<file path="config.mk">
export PLATFORM = sky130hd
export DESIGN_NAME = link_enhancement_control
export DESIGN_NICKNAME = d
export VERILOG_FILES = /design/src/inc/link_enh_pkg.sv /design/src/rtl/async_tx_gate.sv /design/src/rtl/ctl_turnaround.sv /design/src/rtl/link_enhancement_control.sv
export VERILOG_INCLUDE_DIRS = /design/src /design/src/inc
export SDC_FILE = /design/constraint.sdc
export NUM_CORES = 1
export LEC_CHECK = 0
export ABC_AREA = 1
export BUFFER_PORTS_ARGS = -buffer_cell sky130_fd_sc_hd__buf_2
export CAP_MARGIN = 5
export CORE_ASPECT_RATIO = 0.6
export CORE_UTILIZATION = 40
export CTS_BUF_LIST = sky130_fd_sc_hd__clkbuf_2 sky130_fd_sc_hd__clkbuf_4 sky130_fd_sc_hd__clkbuf_8
export DETAILED_ROUTE_END_ITERATION = 8
export GPL_ROUTABILITY_DRIVEN = 0
export GPL_TIMING_DRIVEN = 0
export HOLD_SLACK_MARGIN = 0.06
export PLACE_DENSITY_LB_ADDON = 0.2
export RECOVER_POWER = 100
export SLEW_MARGIN = 10
export SYNTH_ARGS = -nofsm -noshare
export SYNTH_HDL_FRONTEND = slang
export SYNTH_SLANG_ARGS = --single-unit
</file>
<file path="constraint.sdc">
create_clock -name clk_in -period 3.3 [get_ports clk_in]
set_input_delay 0.33 -clock clk_in [delete_from_list [all_inputs] [get_ports clk_in]]
set_output_delay 0.33 -clock clk_in [all_outputs]
set_load 0.05 [all_outputs]
</file>
<file path="src/inc/link_enh_defines.svh">
// Purpose: offsets, field positions, reset values and counts of the link enhancement control
// Assumes: 32-bit register, byte offsets as printed
// Notes:
// Notes on behaviour
// - two-bit threshold picks 2K, 1.7K (default), 1K or 512 byte start level
// - programmed threshold is used only until the first transmit FIFO underrun
// - a retried packet always uses the 2K threshold, store-and-forward
// - below 2K, start at threshold level or when whole packet checked in
// - after an underrun the link switches to store-and-forward for retransmission
// - with 2K selected nothing goes out before the end-of-packet token
// - a zero transmit retries register forces store-and-forward
// - mpeg stamp bit marks iso packets with tag 01 and format 10h
// - dv stamp bit marks dv cip streams with format 00h; resets to 0
// - priority enable bit makes requests use priority arbitration; resets to 0
// - phy drives 11b on control lines when link asks; link may then drive
// - idle enable bit inserts one idle clock before the link drives the lines
// - eeprom word 05h bit 2 loads the idle enable bit when present
// - acceleration bit tells the phy the link supports acceleration; resets 0
// - bits 11, 9, 6 to 3 and 0 always read as zero
// - marked bits return to defaults on fundamental or global reset
// - set alias sets written ones, clear alias clears written ones
`ifndef LINK_ENH_DEFINES_SVH
`define LINK_ENH_DEFINES_SVH
`define LEC_CFG_OFS       12'h0f4
`define LEC_SET_OFS       12'ha88
`define LEC_CLR_OFS       12'ha8c
`define LEC_RESET_VAL     32'h0000_1000
`define LEC_WR_MASK       32'h0000_f586
`define LEC_COLD_MASK     32'h0000_c586
`define LEC_BIT_PIPE_DIS  15
`define LEC_THR_HI        13
`define LEC_THR_LO        12
`define LEC_BIT_MPEG      10
`define LEC_BIT_DV        8
`define LEC_BIT_PRIO      7
`define LEC_BIT_IDLE      2
`define LEC_BIT_ACCEL     1
`define LEC_THR_SF        2'h0
`define LEC_THR_BYTES_SF  12'h800
`define LEC_THR_BYTES_17  12'h6cd
`define LEC_THR_BYTES_1K  12'h400
`define LEC_THR_BYTES_512 12'h200
`define LEC_EE_WORD       8'h05
`define LEC_EE_BIT        2
`define LEC_MPEG_TAG      2'h1
`define LEC_MPEG_FORMAT   6'h10
`define LEC_DV_FORMAT     6'h00
`define LEC_CTL_GRANT     2'h3
`endif

</file>
<file path="src/inc/link_enh_pkg.sv">
// Purpose: types shared by the link enhancement control files
// Assumes: nothing beyond the defines header
// Notes: register requests and iso headers travel as packed structs
package link_enh_pkg;
  typedef struct packed {
    logic        cfg_space;
    logic        wr;
    logic        rd;
    logic [11:0] addr;
    logic [31:0] wdata;
  } reg_req_s;

  typedef struct packed {
    logic       valid;
    logic [1:0] tag;
    logic [5:0] cip_format_field;
  } iso_hdr_s;

  typedef enum logic [1:0] {
    PHY_OWNS    = 2'b00,
    TURN_IDLE   = 2'b01,
    LINK_DRIVES = 2'b10
  } turn_state_e;

  typedef logic [11:0] fill_t;
endpackage

</file>
<file path="src/rtl/async_tx_gate.sv">
// Purpose: start decision for asynchronous transmit
// Assumes: fill count in bytes, same clock as caller
// Notes: underrun memory held until reset
`timescale 1ns/1ns
`include "link_enh_defines.svh"
module async_tx_gate (
  input  wire logic                 clk_in,
  input  wire logic                 rst_b_in,
  input  wire logic [1:0]           thresh_sel_in,
  input  wire logic                 retries_zero_in,
  input  wire logic                 retry_in,
  input  wire logic                 underrun_in,
  input  wire link_enh_pkg::fill_t  fill_bytes_in,
  input  wire logic                 pkt_checked_in,
  output logic                      store_fwd_out,
  output logic                      start_ok_out
);
  logic                underrun_seen_r;
  link_enh_pkg::fill_t thr_bytes;

  always_ff @(posedge clk_in) begin
    if (!rst_b_in) underrun_seen_r <= 1'b0;
    else if (underrun_in) underrun_seen_r <= 1'b1;
  end

  assign store_fwd_out = (thresh_sel_in == `LEC_THR_SF) | retries_zero_in | retry_in
                         | underrun_seen_r | underrun_in;
  assign thr_bytes = (thresh_sel_in == 2'h1) ? `LEC_THR_BYTES_17 :
                     (thresh_sel_in == 2'h2) ? `LEC_THR_BYTES_1K :
                     (thresh_sel_in == 2'h3) ? `LEC_THR_BYTES_512 : `LEC_THR_BYTES_SF;
  assign start_ok_out = pkt_checked_in | (!store_fwd_out && (fill_bytes_in >= thr_bytes));
endmodule

</file>
<file path="src/rtl/ctl_turnaround.sv">
// Purpose: link ownership of the internal phy control and data lines
// Assumes: phy lines on the same clock, no synchronisers needed
// Notes: enables are active low
`timescale 1ns/1ns
`include "link_enh_defines.svh"
module ctl_turnaround (
  input  wire logic                 clk_in,
  input  wire logic                 rst_b_in,
  input  wire logic                 idle_en_in,
  input  wire logic                 link_req_in,
  input  wire logic                 link_release_in,
  input  wire logic [1:0]           phy_ctl_in,
  output link_enh_pkg::turn_state_e state_out
);
  link_enh_pkg::turn_state_e state_r;
  link_enh_pkg::turn_state_e state_nxt;
  logic                      granted;

  assign granted = link_req_in && (phy_ctl_in == `LEC_CTL_GRANT);

  always_comb begin
    state_nxt = state_r;
    case (state_r)
      link_enh_pkg::PHY_OWNS: begin
        if (granted) state_nxt = idle_en_in ? link_enh_pkg::TURN_IDLE : link_enh_pkg::LINK_DRIVES;
      end
      link_enh_pkg::TURN_IDLE:   state_nxt = link_enh_pkg::LINK_DRIVES;
      link_enh_pkg::LINK_DRIVES: begin
        if (link_release_in) state_nxt = link_enh_pkg::PHY_OWNS;
      end
      default: state_nxt = link_enh_pkg::PHY_OWNS;
    endcase
  end

  always_ff @(posedge clk_in) begin
    if (!rst_b_in) state_r <= link_enh_pkg::PHY_OWNS;
    else state_r <= state_nxt;
  end

  assign state_out = state_r;
endmodule

</file>
<file path="src/rtl/link_enhancement_control.sv">
// Purpose: link enhancement control register and the behaviour it steers
// Assumes: register port and phy lines on clk_in; reset pins are asynchronous
// Notes: the config alias is a plain write, the memory aliases set or clear
`timescale 1ns/1ns
`include "link_enh_defines.svh"
module link_enhancement_control (
  input  wire logic                   clk_in,
  input  wire logic                   rst_b_in,
  input  wire logic                   fundamental_reset_b_in,
  input  wire logic                   global_reset_pin_b_in,
  input  wire link_enh_pkg::reg_req_s reg_req_in,
  output logic [31:0]                 reg_rdata_out,
  output logic                        reg_rvalid_out,
  input  wire logic                   eeprom_present_in,
  input  wire logic                   eeprom_word_valid_in,
  input  wire logic [7:0]             eeprom_word_addr_in,
  input  wire logic [15:0]            eeprom_word_in,
  input  wire logic                   retries_zero_in,
  input  wire logic                   async_transmit_retry_in,
  input  wire logic                   async_transmit_underrun_in,
  input  wire link_enh_pkg::fill_t    async_transmit_fill_in,
  input  wire logic                   async_transmit_pkt_done_in,
  output logic                        async_transmit_sf_out,
  output logic                        async_transmit_start_out,
  output logic                        async_pipeline_disable_out,
  input  wire link_enh_pkg::iso_hdr_s iso_hdr_in,
  output logic                        mpeg_stamp_apply_out,
  output logic                        dv_stamp_apply_out,
  input  wire logic                   async_req_in,
  output logic                        arb_priority_req_out,
  output logic                        arb_fair_req_out,
  output logic                        phy_accel_notice_out,
  input  wire logic                   link_req_ctl_in,
  input  wire logic                   link_release_in,
  input  wire logic [1:0]             ctl_tx_in,
  input  wire logic [8:0]             data_tx_in,
  input  wire logic [1:0]             phy_link_ctl_lines_in,
  output logic [1:0]                  phy_link_ctl_lines_out,
  output logic                        phy_link_ctl_lines_oe_b_out,
  input  wire logic [8:0]             phy_link_data_in,
  output logic [8:0]                  phy_link_data_out,
  output logic                        phy_link_data_oe_b_out,
  output logic [8:0]                  phy_link_data_rx_out
);
  logic [31:0]                 ctrl_r;
  logic [31:0]                 ctrl_nxt;
  logic [31:0]                 rdata_r;
  logic                        rvalid_r;
  logic [1:0]                  fund_sync_r;
  logic [1:0]                  glob_sync_r;
  logic                        cold_rst;
  logic                        cfg_hit;
  logic                        set_hit;
  logic                        clr_hit;
  logic                        mapped;
  logic [31:0]                 wbits;
  logic [31:0]                 after_cfg;
  logic [31:0]                 after_set;
  logic [31:0]                 after_clr;
  logic [31:0]                 after_ee;
  logic                        ee_hit;
  logic                        mpeg_match;
  logic                        dv_match;
  logic                        mpeg_r;
  logic                        dv_r;
  logic                        prio_r;
  logic                        fair_r;
  logic [1:0]                  ctl_r;
  logic [8:0]                  data_r;
  logic [8:0]                  data_rx_r;
  logic                        start_ok;
  logic                        store_fwd;
  link_enh_pkg::turn_state_e   turn_state;

  // reset pins pass two flops
  always_ff @(posedge clk_in) begin
    if (!rst_b_in) begin
      fund_sync_r <= 2'h3;
      glob_sync_r <= 2'h3;
    end else begin
      fund_sync_r <= {fund_sync_r[0], fundamental_reset_b_in};
      glob_sync_r <= {glob_sync_r[0], global_reset_pin_b_in};
    end
  end

  assign cold_rst = !fund_sync_r[1] || !glob_sync_r[1];

  // address decode
  assign cfg_hit = reg_req_in.cfg_space && (reg_req_in.addr == `LEC_CFG_OFS);
  assign set_hit = !reg_req_in.cfg_space && (reg_req_in.addr == `LEC_SET_OFS);
  assign clr_hit = !reg_req_in.cfg_space && (reg_req_in.addr == `LEC_CLR_OFS);
  assign mapped  = cfg_hit || set_hit || clr_hit;
  assign wbits   = reg_req_in.wdata & `LEC_WR_MASK;

  assign after_cfg = (reg_req_in.wr && cfg_hit) ? wbits : ctrl_r;
  assign after_set = (reg_req_in.wr && set_hit) ? (after_cfg | wbits) : after_cfg;
  assign after_clr = (reg_req_in.wr && clr_hit) ? (after_set & ~wbits) : after_set;

  assign ee_hit   = eeprom_present_in && eeprom_word_valid_in
                    && (eeprom_word_addr_in == `LEC_EE_WORD);
  assign after_ee = ee_hit ? {after_clr[31:`LEC_BIT_IDLE + 1], eeprom_word_in[`LEC_EE_BIT],
                              after_clr[`LEC_BIT_IDLE - 1:0]} : after_clr;

  assign ctrl_nxt = cold_rst ? ((after_ee & ~`LEC_COLD_MASK) | (`LEC_RESET_VAL & `LEC_COLD_MASK))
                             : after_ee;

  always_ff @(posedge clk_in) begin
    if (!rst_b_in) ctrl_r <= `LEC_RESET_VAL;
    else ctrl_r <= ctrl_nxt;
  end

  always_ff @(posedge clk_in) begin
    if (!rst_b_in) begin
      rdata_r  <= 32'h0000_0000;
      rvalid_r <= 1'b0;
    end else begin
      rdata_r  <= (reg_req_in.rd && mapped) ? (ctrl_r & `LEC_WR_MASK) : 32'h0000_0000;
      rvalid_r <= reg_req_in.rd;
    end
  end

  assign reg_rdata_out  = rdata_r;
  assign reg_rvalid_out = rvalid_r;

  async_tx_gate u_gate (
    .clk_in          (clk_in),
    .rst_b_in        (rst_b_in),
    .thresh_sel_in   (ctrl_r[`LEC_THR_HI:`LEC_THR_LO]),
    .retries_zero_in (retries_zero_in),
    .retry_in        (async_transmit_retry_in),
    .underrun_in     (async_transmit_underrun_in),
    .fill_bytes_in   (async_transmit_fill_in),
    .pkt_checked_in  (async_transmit_pkt_done_in),
    .store_fwd_out   (store_fwd),
    .start_ok_out    (start_ok)
  );

  assign async_transmit_sf_out      = store_fwd;
  assign async_transmit_start_out   = start_ok;
  assign async_pipeline_disable_out = ctrl_r[`LEC_BIT_PIPE_DIS];

  assign mpeg_match = iso_hdr_in.valid && ctrl_r[`LEC_BIT_MPEG]
                      && (iso_hdr_in.tag == `LEC_MPEG_TAG)
                      && (iso_hdr_in.cip_format_field == `LEC_MPEG_FORMAT);
  assign dv_match   = iso_hdr_in.valid && ctrl_r[`LEC_BIT_DV]
                      && (iso_hdr_in.cip_format_field == `LEC_DV_FORMAT);

  always_ff @(posedge clk_in) begin
    if (!rst_b_in) begin
      mpeg_r <= 1'b0;
      dv_r   <= 1'b0;
    end else begin
      mpeg_r <= mpeg_match;
      dv_r   <= dv_match;
    end
  end

  assign mpeg_stamp_apply_out = mpeg_r;
  assign dv_stamp_apply_out   = dv_r;

  always_ff @(posedge clk_in) begin
    if (!rst_b_in) begin
      prio_r <= 1'b0;
      fair_r <= 1'b0;
    end else begin
      prio_r <= async_req_in && ctrl_r[`LEC_BIT_PRIO];
      fair_r <= async_req_in && !ctrl_r[`LEC_BIT_PRIO];
    end
  end

  assign arb_priority_req_out = prio_r;
  assign arb_fair_req_out     = fair_r;

  assign phy_accel_notice_out = ctrl_r[`LEC_BIT_ACCEL];

  ctl_turnaround u_turn (
    .clk_in          (clk_in),
    .rst_b_in        (rst_b_in),
    .idle_en_in      (ctrl_r[`LEC_BIT_IDLE]),
    .link_req_in     (link_req_ctl_in),
    .link_release_in (link_release_in),
    .phy_ctl_in      (phy_link_ctl_lines_in),
    .state_out       (turn_state)
  );

  always_ff @(posedge clk_in) begin
    if (!rst_b_in) begin
      ctl_r     <= 2'h0;
      data_r    <= 9'h000;
      data_rx_r <= 9'h000;
    end else begin
      ctl_r     <= ctl_tx_in;
      data_r    <= data_tx_in;
      data_rx_r <= phy_link_data_in;
    end
  end

  assign phy_link_ctl_lines_out      = ctl_r;
  assign phy_link_data_out           = data_r;
  assign phy_link_data_rx_out        = data_rx_r;
  assign phy_link_ctl_lines_oe_b_out = (turn_state != link_enh_pkg::LINK_DRIVES);
  assign phy_link_data_oe_b_out      = (turn_state != link_enh_pkg::LINK_DRIVES);
endmodule

</file>
==> results of run 1 <==
==> sequential cells by signal, summed over array words and instances, names as in the netlist <==
signal	flops
mpeg_stamp_apply_out	1
arb_priority_req_out	1
phy_link_ctl_lines_out	2
glob_sync_r	2
u_gate.underrun_seen_r	1
phy_link_data_out	9
arb_fair_req_out	1
ctrl_r	9
reg_rdata_out	9
reg_rvalid_out	1
phy_link_data_rx_out	9
dv_stamp_apply_out	1
u_turn.state_out	2
fund_sync_r	2
==> cell usage after synthesis, drive strengths merged <==
master | instances | area (µm²)
a211oi | 1 | 7.51
a21oi | 11 | 58.8
and2 | 1 | 6.26
buf | 25 | 185
clkbuf | 3 | 15.0
conb | 1 | 3.75
dfxtp | 50 | 1000
ha | 9 | 113
inv | 57 | 214
nand2 | 78 | 308
nand3 | 18 | 100
nand3b | 1 | 7.51
nand4 | 3 | 18.8
nor2 | 33 | 139
nor3 | 4 | 20.0
nor3b | 2 | 15.0
nor4 | 4 | 31.3
o21a | 1 | 7.51
o21ai | 5 | 28.8
or2 | 4 | 25.0
==> worst paths after layout <==
kind,slack (ns),depth (start not counted),to,startpoint
max reg2reg,2.39,4,ctrl_r[14],fund_sync_r[1]
max,0.65,13,async_transmit_start_out,ctrl_r[13]
min,0.20,2,dv_stamp_apply_out,iso_hdr_in[4]
min reg2reg,0.42,1,glob_sync_r[1],glob_sync_r[0]
==> stage by stage <==
step	area [µm²]	hold WS, ns	std cells	power (mW)	util (%)
2_1_floorplan	2390	0.393	333	0.826	-
5_1_grt	3200	0.184	545	1.47	60.2
3_5_place_dp	3120	0.398	537	0.908	58.8
3_3_place_gp	3120	0.396	537	0.903	58.8
4_1_cts	3260	0.195	545	1.42	61.5
6_report	3200	0.201	545	1.40	60.2
==> cells by family (layout without fill, tap and decap cells) <==
group / Yosys count / count (layout) / synth area share (%)
flip-flops: 50 / 50 / 43.4
adder cells (fa/ha/maj): 9 / 9 / 4.89
AND/OR/NAND/NOR: 148 / 148 / 29.1
other: 1 / 23 / 0.163
AO/OA/AOI/OAI: 18 / 18 / 4.45
buffers and inverters: 85 / 220 / 18.0
==> power groups by stage <==
stage	Clock [mW]	Combinational [mW]	Sequential [mW]
after floorplan	0	0.136	0.690
after global placement	0	0.265	0.638
after detailed placement	0	0.269	0.639
after CTS	0.530	0.270	0.625
after global routing	0.555	0.286	0.627
final	0.514	0.264	0.625
==> cell usage in the layout (no fill, tap or decap) <==
master	n
sky130_fd_sc_hd__buf_2	86
sky130_fd_sc_hd__nand2_1	75
sky130_fd_sc_hd__inv_1	57
sky130_fd_sc_hd__dfxtp_1	50
sky130_fd_sc_hd__clkbuf_1	44
sky130_fd_sc_hd__nor2_1	30
sky130_fd_sc_hd__buf_4	24
sky130_fd_sc_hd__conb_1	23
sky130_fd_sc_hd__nand3_1	16
sky130_fd_sc_hd__a21oi_1	10
sky130_fd_sc_hd__ha_1	9
sky130_fd_sc_hd__clkbuf_8	6
sky130_fd_sc_hd__o21ai_0	5
sky130_fd_sc_hd__nor3_1	4
sky130_fd_sc_hd__or2_2	4
sky130_fd_sc_hd__nand2_2	3
sky130_fd_sc_hd__nor4_1	3
sky130_fd_sc_hd__nand4_1	3
sky130_fd_sc_hd__nor3b_1	2
sky130_fd_sc_hd__nor2_2	2
sky130_fd_sc_hd__nand3_2	2
sky130_fd_sc_hd__bufinv_16	2
sky130_fd_sc_hd__and2_1	1
sky130_fd_sc_hd__o21a_1	1
sky130_fd_sc_hd__a211oi_1	1
sky130_fd_sc_hd__nor2_4	1
sky130_fd_sc_hd__nor4_2	1
sky130_fd_sc_hd__clkbuf_4	1
sky130_fd_sc_hd__nand3b_1	1
sky130_fd_sc_hd__a21oi_2	1
==> per-layer routing <==
metal / wire (µm) / global-route usage (%)
met5: 0 / 0
met4: 28 / 5.59
met3: 382 / 5.30
met2: 2490 / 31.8
met1: 2460 / 21.5
==> critical path: cells and delay by family (launching register included) <==
family	cells	cell delay, ns
compound gates	2	0.19
fa+ha+maj	2	0.53
buf+inv	3	0.66
flops	1	0.33
simple gates	6	0.30
==> cell type report <==
type                    count  share of cell area [%]
well taps                  77                    3.01
plain buffers              28                    6.23
inverters                  57                    6.70
flip-flops and latches     50                    31.3
clock buffers               6                    2.58
multi-input cells         198                    30.0
clock inverters             2                    1.88
repair buffers            127                    18.3
==> results by group, run 1 <==
Outcome
  • Result of the run: complete, no violations

Timing
  • Actual transition at the worst max-transition pin: 1.27 ns
  • Summed negative setup slack over all endpoints: 0 ns
  • Rel. slew slack: 14.7%
  • Final Skew: 0.00494 ns
  • PnR worst setup slack: around 0.65 ns
  • Final hold vios: 0
  • Number of max-slew violations in the final report: 0
  • Min Tclk post-route: about 2.7 ns
  • Maximum clock rate: 0.377 GHz
  • Final worst path period share: 80.4%
  • Final setup violating endpoints: 0
  • Unrepaired setup endpoints after global routing: no

Clock tree
  • CTS H-Tree Depth: 2
  • TritonCTS clock tree: yes
  • Cts hold-fix bufs: 0
  • Clock tree buffer depth: 2
  • CTS sink count: 50
  • Clock latency on the worst-skew pair: around 0.29 ns
  • CTS Buf Count: 5
  • Total setup buffers inserted after CTS: 0
  • Worst-path clk slew: around 0.09 ns
  • Cell chosen for the clock root: sky130_fd_sc_hd__clkbuf_8
  • Post-CTS resize count: 0

Power
  • P per Cell Area: 439 nW/µm²
  • Portion of total power attributed to the clock network: between 30 and 40%
  • Sw power: about 0.38 mW
  • Share of total power in combinational logic: a little under a fifth
  • Fraction of power spent switching nets: between 20% and 30%
  • Max rail drop VDD: ~0.31 mV
  • Share of total power in sequential cells: 44.6%
  • Leakage: between 1.5 and 2 nW
  • Internal Power: between 1 and 1.5 mW

Worst setup path
  • Crit-path slowest cell: sky130_fd_sc_hd__clkbuf_1
  • Worst setup SP type: register
  • Cell-by-cell trace of the critical path: inv_1 > ha_1 > inv_1 > ha_1 > o21ai_0 > a21oi_1 > nand2_1 > nand2_1 > nand2_1 > nand2_1 > nand2_1 > nand2_1 > clkbuf_1
  • Sort of element at the end of the critical path: output port
  • Worst endpoint required time: slightly below 3 ns
  • Cell type with the highest occurrence count on the critical path: sky130_fd_sc_hd__nand2_1
  • Critical Path Max Stage Delay: between 0.4 and 0.5 ns
  • Largest driver fanout on the critical path: 5
  • WP data arrival: approximately 2.3 ns
  • Setup CP Type: register to output port

Global routing
  • Antenna violations before repair: 0
  • Maximum number of pins on one net before global-route repair: 16
  • Global router's overall resource usage: between 10% and 20%
  • Congestion Overflow GR: 0
  • Vias in the first global route: 1932
  • Wire length of the first global-routing pass: approximately 8.3 mm

Placement
  • PortBufs: between 100 and 150
  • Post-detailed-placement half-perimeter wirelength: about 4.3 mm
  • Worst slack after detailed placement: 1.18 ns

Drt
  • Overall via count from detail_route: roughly 2200
  • Final routed wire length divided by cell count: slightly below 10 µm
  • Remaining routing DRC violations: 0
  • Starting DRT DRC Count: 30
  • Post-Route WL: 5.36 mm
  • ANT nets after route: 0
  • Pre-antenna DRT Iters: 4
  • Routed via count divided by cell count: roughly 4.1

Yosys
  • Syn_area_per_cell: between 7 and 8 µm²
  • Sequential fraction of the synthesis area: between 40% and 50%
  • Synthesized cell area: around 2300 µm²
  • FF+latch count, synth: 50
  • Synth warn: 0
  • Post-synth cell types: 30
  • Syn Inst Count: ~310

Floorplan
  • Std-Cell Core Area: about 5300 µm²
  • Floorplan row count: 20
  • Number of top-level pins: 190
  • Die width: roughly 100 µm
  • Die height: between 60 and 70 µm
  • Die Outline Area: between 6000 and 7000 µm²
  • Starting Density: a little over two fifths

Final layout
  • Layout overhead on the synthesized area: 38.7%
  • Multi-input combinational cell area: between 900 and 1000 µm²
  • Number of fill cells in the layout: 560
  • Antenna diodes: 0
  • NumNets Final: 603
  • Sequential cell area: about 1000 µm²
  • Fraction of final layout cells with drive strength greater than 1: 28.4%

Hold path
  • Worst min-delay path class: input port to register

Job
  • Max Cap Viol: 0
No activity file was read; power rests on OpenSTA's default activity.
==> run 2: changes to the inputs <==
==> constraint.sdc (replaced) <==
create_clock -name clk_in -period 2.8 [get_ports clk_in]
set_input_delay 0.28 -clock clk_in [delete_from_list [all_inputs] [get_ports clk_in]]
set_output_delay 0.28 -clock clk_in [all_outputs]
set_load 0.05 [all_outputs]
==> run 2 against run 1 <==
  * Combinational power rose by 18%
  * Clock power rose by 18%
  * Largest cell class unchanged
  * Hold slack worse by 0.050 ns
  * Critical path type unchanged
==> results by group, run 2 (synthesis gave the netlist of run 1 again) <==
Timing
  • Final Skew: 0.00494 ns (unchanged)
  • Summed negative setup slack over all endpoints: 0 ns (unchanged)
  • Min Tclk post-route: 2.41 ns
  • Unrepaired setup endpoints after global routing: no
  • Actual transition at the worst max-transition pin: 1.27 ns (unchanged)
  • Final hold vios: 0 (unchanged)
  • Maximum clock rate: about 0.41 GHz
  • Number of max-slew violations in the final report: 0 (unchanged)
  • Final setup violating endpoints: 0 (unchanged)
  • Rel. slew slack: 14.7% (unchanged)
  • Final worst path period share: a little under nine tenths

Drt
  • Pre-antenna DRT Iters: 4 (unchanged)
  • ANT nets after route: 0 (unchanged)
  • Met3 WL: 381 µm (-0.26%)
  • Met1 Wirelength: 2.46 mm (about the same)
  • Amount of wire on met2 after detailed routing: 2.49 mm (unchanged)
  • Starting DRT DRC Count: 30 (unchanged)
  • Routed via count divided by cell count: 4.12 (unchanged)
  • Post-Route WL: 5.36 mm (about the same)
  • Overall via count from detail_route: 2245 (unchanged)
  • Remaining routing DRC violations: 0 (unchanged)
  • Highest metal layer with signal wires: met4
  • Final routed wire length divided by cell count: 9.83 µm (about the same)

Power
  • Share of total power in sequential cells: 44.5% (about the same)
  • Leakage: 1.73 nW (+0.17%)
  • Internal Power: 1.21 mW (+18%)
  • P per Cell Area: 518 nW/µm² (+18%)
  • Share of total power in combinational logic: 18.8% (about the same)
  • Total power: 1.65 mW (+18%)
  • Fraction of power spent switching nets: 26.9% (about the same)
  • Sw power: 0.445 mW (+18%)
  • Max rail drop VDD: 0.361 mV (+18%)
  • Portion of total power attributed to the clock network: 36.6% (about the same)

Final layout
  • Layout overhead on the synthesized area: 38.7% (about the same)
  • Post-route standard cell area excluding fillers: 3200 µm² (about the same)
  • NumNets Final: 603 (unchanged)
  • Number of fill cells in the layout: 559 (-0.18%)
  • Fraction of final layout cells with drive strength greater than 1: 28.6% (+0.21 points)
  • Highest-count cells in the layout ignoring fill and taps: sky130_fd_sc_hd__buf_2, sky130_fd_sc_hd__nand2_1, sky130_fd_sc_hd__inv_1, sky130_fd_sc_hd__dfxtp_1, sky130_fd_sc_hd__clkbuf_1
  • Antenna diodes: 0 (unchanged)
  • Most common cell after layout, fill and taps aside: sky130_fd_sc_hd__buf_2

Clock tree
  • Worst-path clk slew: 0.09 ns (about the same)
  • CTS sink count: 50 (unchanged)
  • CTS H-Tree Depth: 2 (unchanged)
  • Cell chosen for the clock root: sky130_fd_sc_hd__clkbuf_8
  • Clock tree buffer depth: 2 (unchanged)
  • TritonCTS clock tree: yes
  • Cts hold-fix bufs: 0 (unchanged)
  • Clock latency on the worst-skew pair: 0.29 ns (about the same)
  • CTS Buf Count: 5 (unchanged)
  • Post-CTS resize count: 0 (unchanged)
  • Total setup buffers inserted after CTS: 0 (unchanged)

Worst setup path
  • Largest driver fanout on the critical path: 5 (unchanged)
  • Crit-path slowest cell: sky130_fd_sc_hd__dfxtp_1
  • Source of the critical timing path: ctrl_r[13]
  • Worst flop-to-flop path startpoint: fund_sync_r[1]
  • Cell-by-cell trace of the critical path: inv_1 > ha_1 > inv_1 > ha_1 > o21ai_0 > a21oi_1 > nand2_1 > nand2_1 > nand2_1 > nand2_1 > nand2_1 > nand2_1 > clkbuf_2
  • Cell type with the highest occurrence count on the critical path: sky130_fd_sc_hd__nand2_1
  • Worst Reg-to-Reg Cells: 4 (unchanged)
  • Worst endpoint required time: 2.52 ns (-0.45 ns)
  • Critical Path Sink: async_transmit_start_out
  • Sort of element at the end of the critical path: output port
  • Setup CP Type: register to output port
  • Worst setup SP type: register
  • Slack of the worst reg-to-reg path: 1.89 ns (-0.50 ns)
  • Critical Path Max Stage Delay: 0.33 ns (-0.13 ns)
  • WP data arrival: 2.13 ns (-0.19 ns)
  • End of the worst register-to-register path: ctrl_r[14]

Global routing
  • Wire length of the first global-routing pass: 8.29 mm (unchanged)
  • Vias in the first global route: 1932 (unchanged)
  • Antenna violations before repair: 0 (unchanged)
  • Global router's overall resource usage: 17.9% (unchanged)
  • Congestion Overflow GR: 0 (unchanged)
  • Maximum number of pins on one net before global-route repair: 16 (unchanged)

Job
  • Max Cap Viol: 0 (unchanged)

Floorplan
  • Number of top-level pins: 190 (unchanged)
  • Die Outline Area: 6080 µm² (unchanged)
  • Die width: 100 µm (unchanged)
  • Starting Density: 43.4% (unchanged)
  • Floorplan row count: 20 (unchanged)
  • Die height: 60.8 µm (unchanged)
  • Std-Cell Core Area: 5310 µm² (unchanged)

Placement
  • Post-placement cell area: 3120 µm² (unchanged)
  • PortBufs: 127 (unchanged)
  • Post-detailed-placement half-perimeter wirelength: 4.30 mm (unchanged)

Hold path
  • Worst min-delay path class: input port to register

Outcome
  • Result of the run: complete, no violations
## run 2: cell counts in the layout (fill, tap and decap cells not counted)
Identical to the previous run, type by type.
## run 2: final cells by class
cell class	count	area [µm²]	area share, %
Inverter	57	214	6.69
Timing Repair Buffer	127	586	18.3
Clock inverter	2	60.1	1.88
Clock buffer	6	82.6	2.58
Multi-Input combinational cell	198	958	30.0
Buffer	28	199	6.22
Tap cell	77	96.3	3.01
Sequential cell	50	1000	31.3
## run 2: through the flow
step	util (%)	setup slack, ns	hold WS [ns]	cells
after floorplan	-	0.819	0.357	333
after global placement	58.8	0.755	0.396	537
after detailed placement	58.8	0.732	0.398	537
after CTS	61.5	0.403	0.145	545
after global routing	60.3	0.148	0.134	545
final	60.3	0.388	0.151	545
## run 2: how the worst min path moves through the flow
stage	from	to	slack [ns]	cells past startpoint
3_5_place_dp	glob_sync_r[0]	glob_sync_r[1]	0.40	1
6_report	iso_hdr_in[4]	dv_stamp_apply_out	0.15	2
3_3_place_gp	fund_sync_r[0]	fund_sync_r[1]	0.40	1
2_1_floorplan	iso_hdr_in[4]	dv_stamp_apply_out	0.36	1
5_1_grt	iso_hdr_in[4]	dv_stamp_apply_out	0.13	2
4_1_cts	iso_hdr_in[4]	dv_stamp_apply_out	0.15	2
## run 2: power groups by stage
stage          clock network [mW]  logic (mW)  registers [mW]
2_1_floorplan                   0       0.160           0.814
3_3_place_gp                    0       0.312           0.752
3_5_place_dp                    0       0.317           0.753
4_1_cts                     0.625       0.318           0.737
5_1_grt                     0.654       0.337           0.739
6_report                    0.606       0.312           0.737
## run 2: critical path: cells and delay by family (launching register included)
| family | cells | cell delay [ns] |
|---|---|---|
| AND/OR/NAND/NOR | 6 | 0.30 |
| flip-flops | 1 | 0.33 |
| buffers and inverters | 3 | 0.46 |
| adder cells (fa/ha/maj) | 2 | 0.53 |
| AO/OA/AOI/OAI | 2 | 0.19 |
## run 2: layer usage
metal / GRT usage, % / vias up
met3: 5.30 / 4
met4: 5.59 / 0
met1: 21.5 / 958
li1: - / 1208
met5: 0 / -
met2: 31.8 / 75
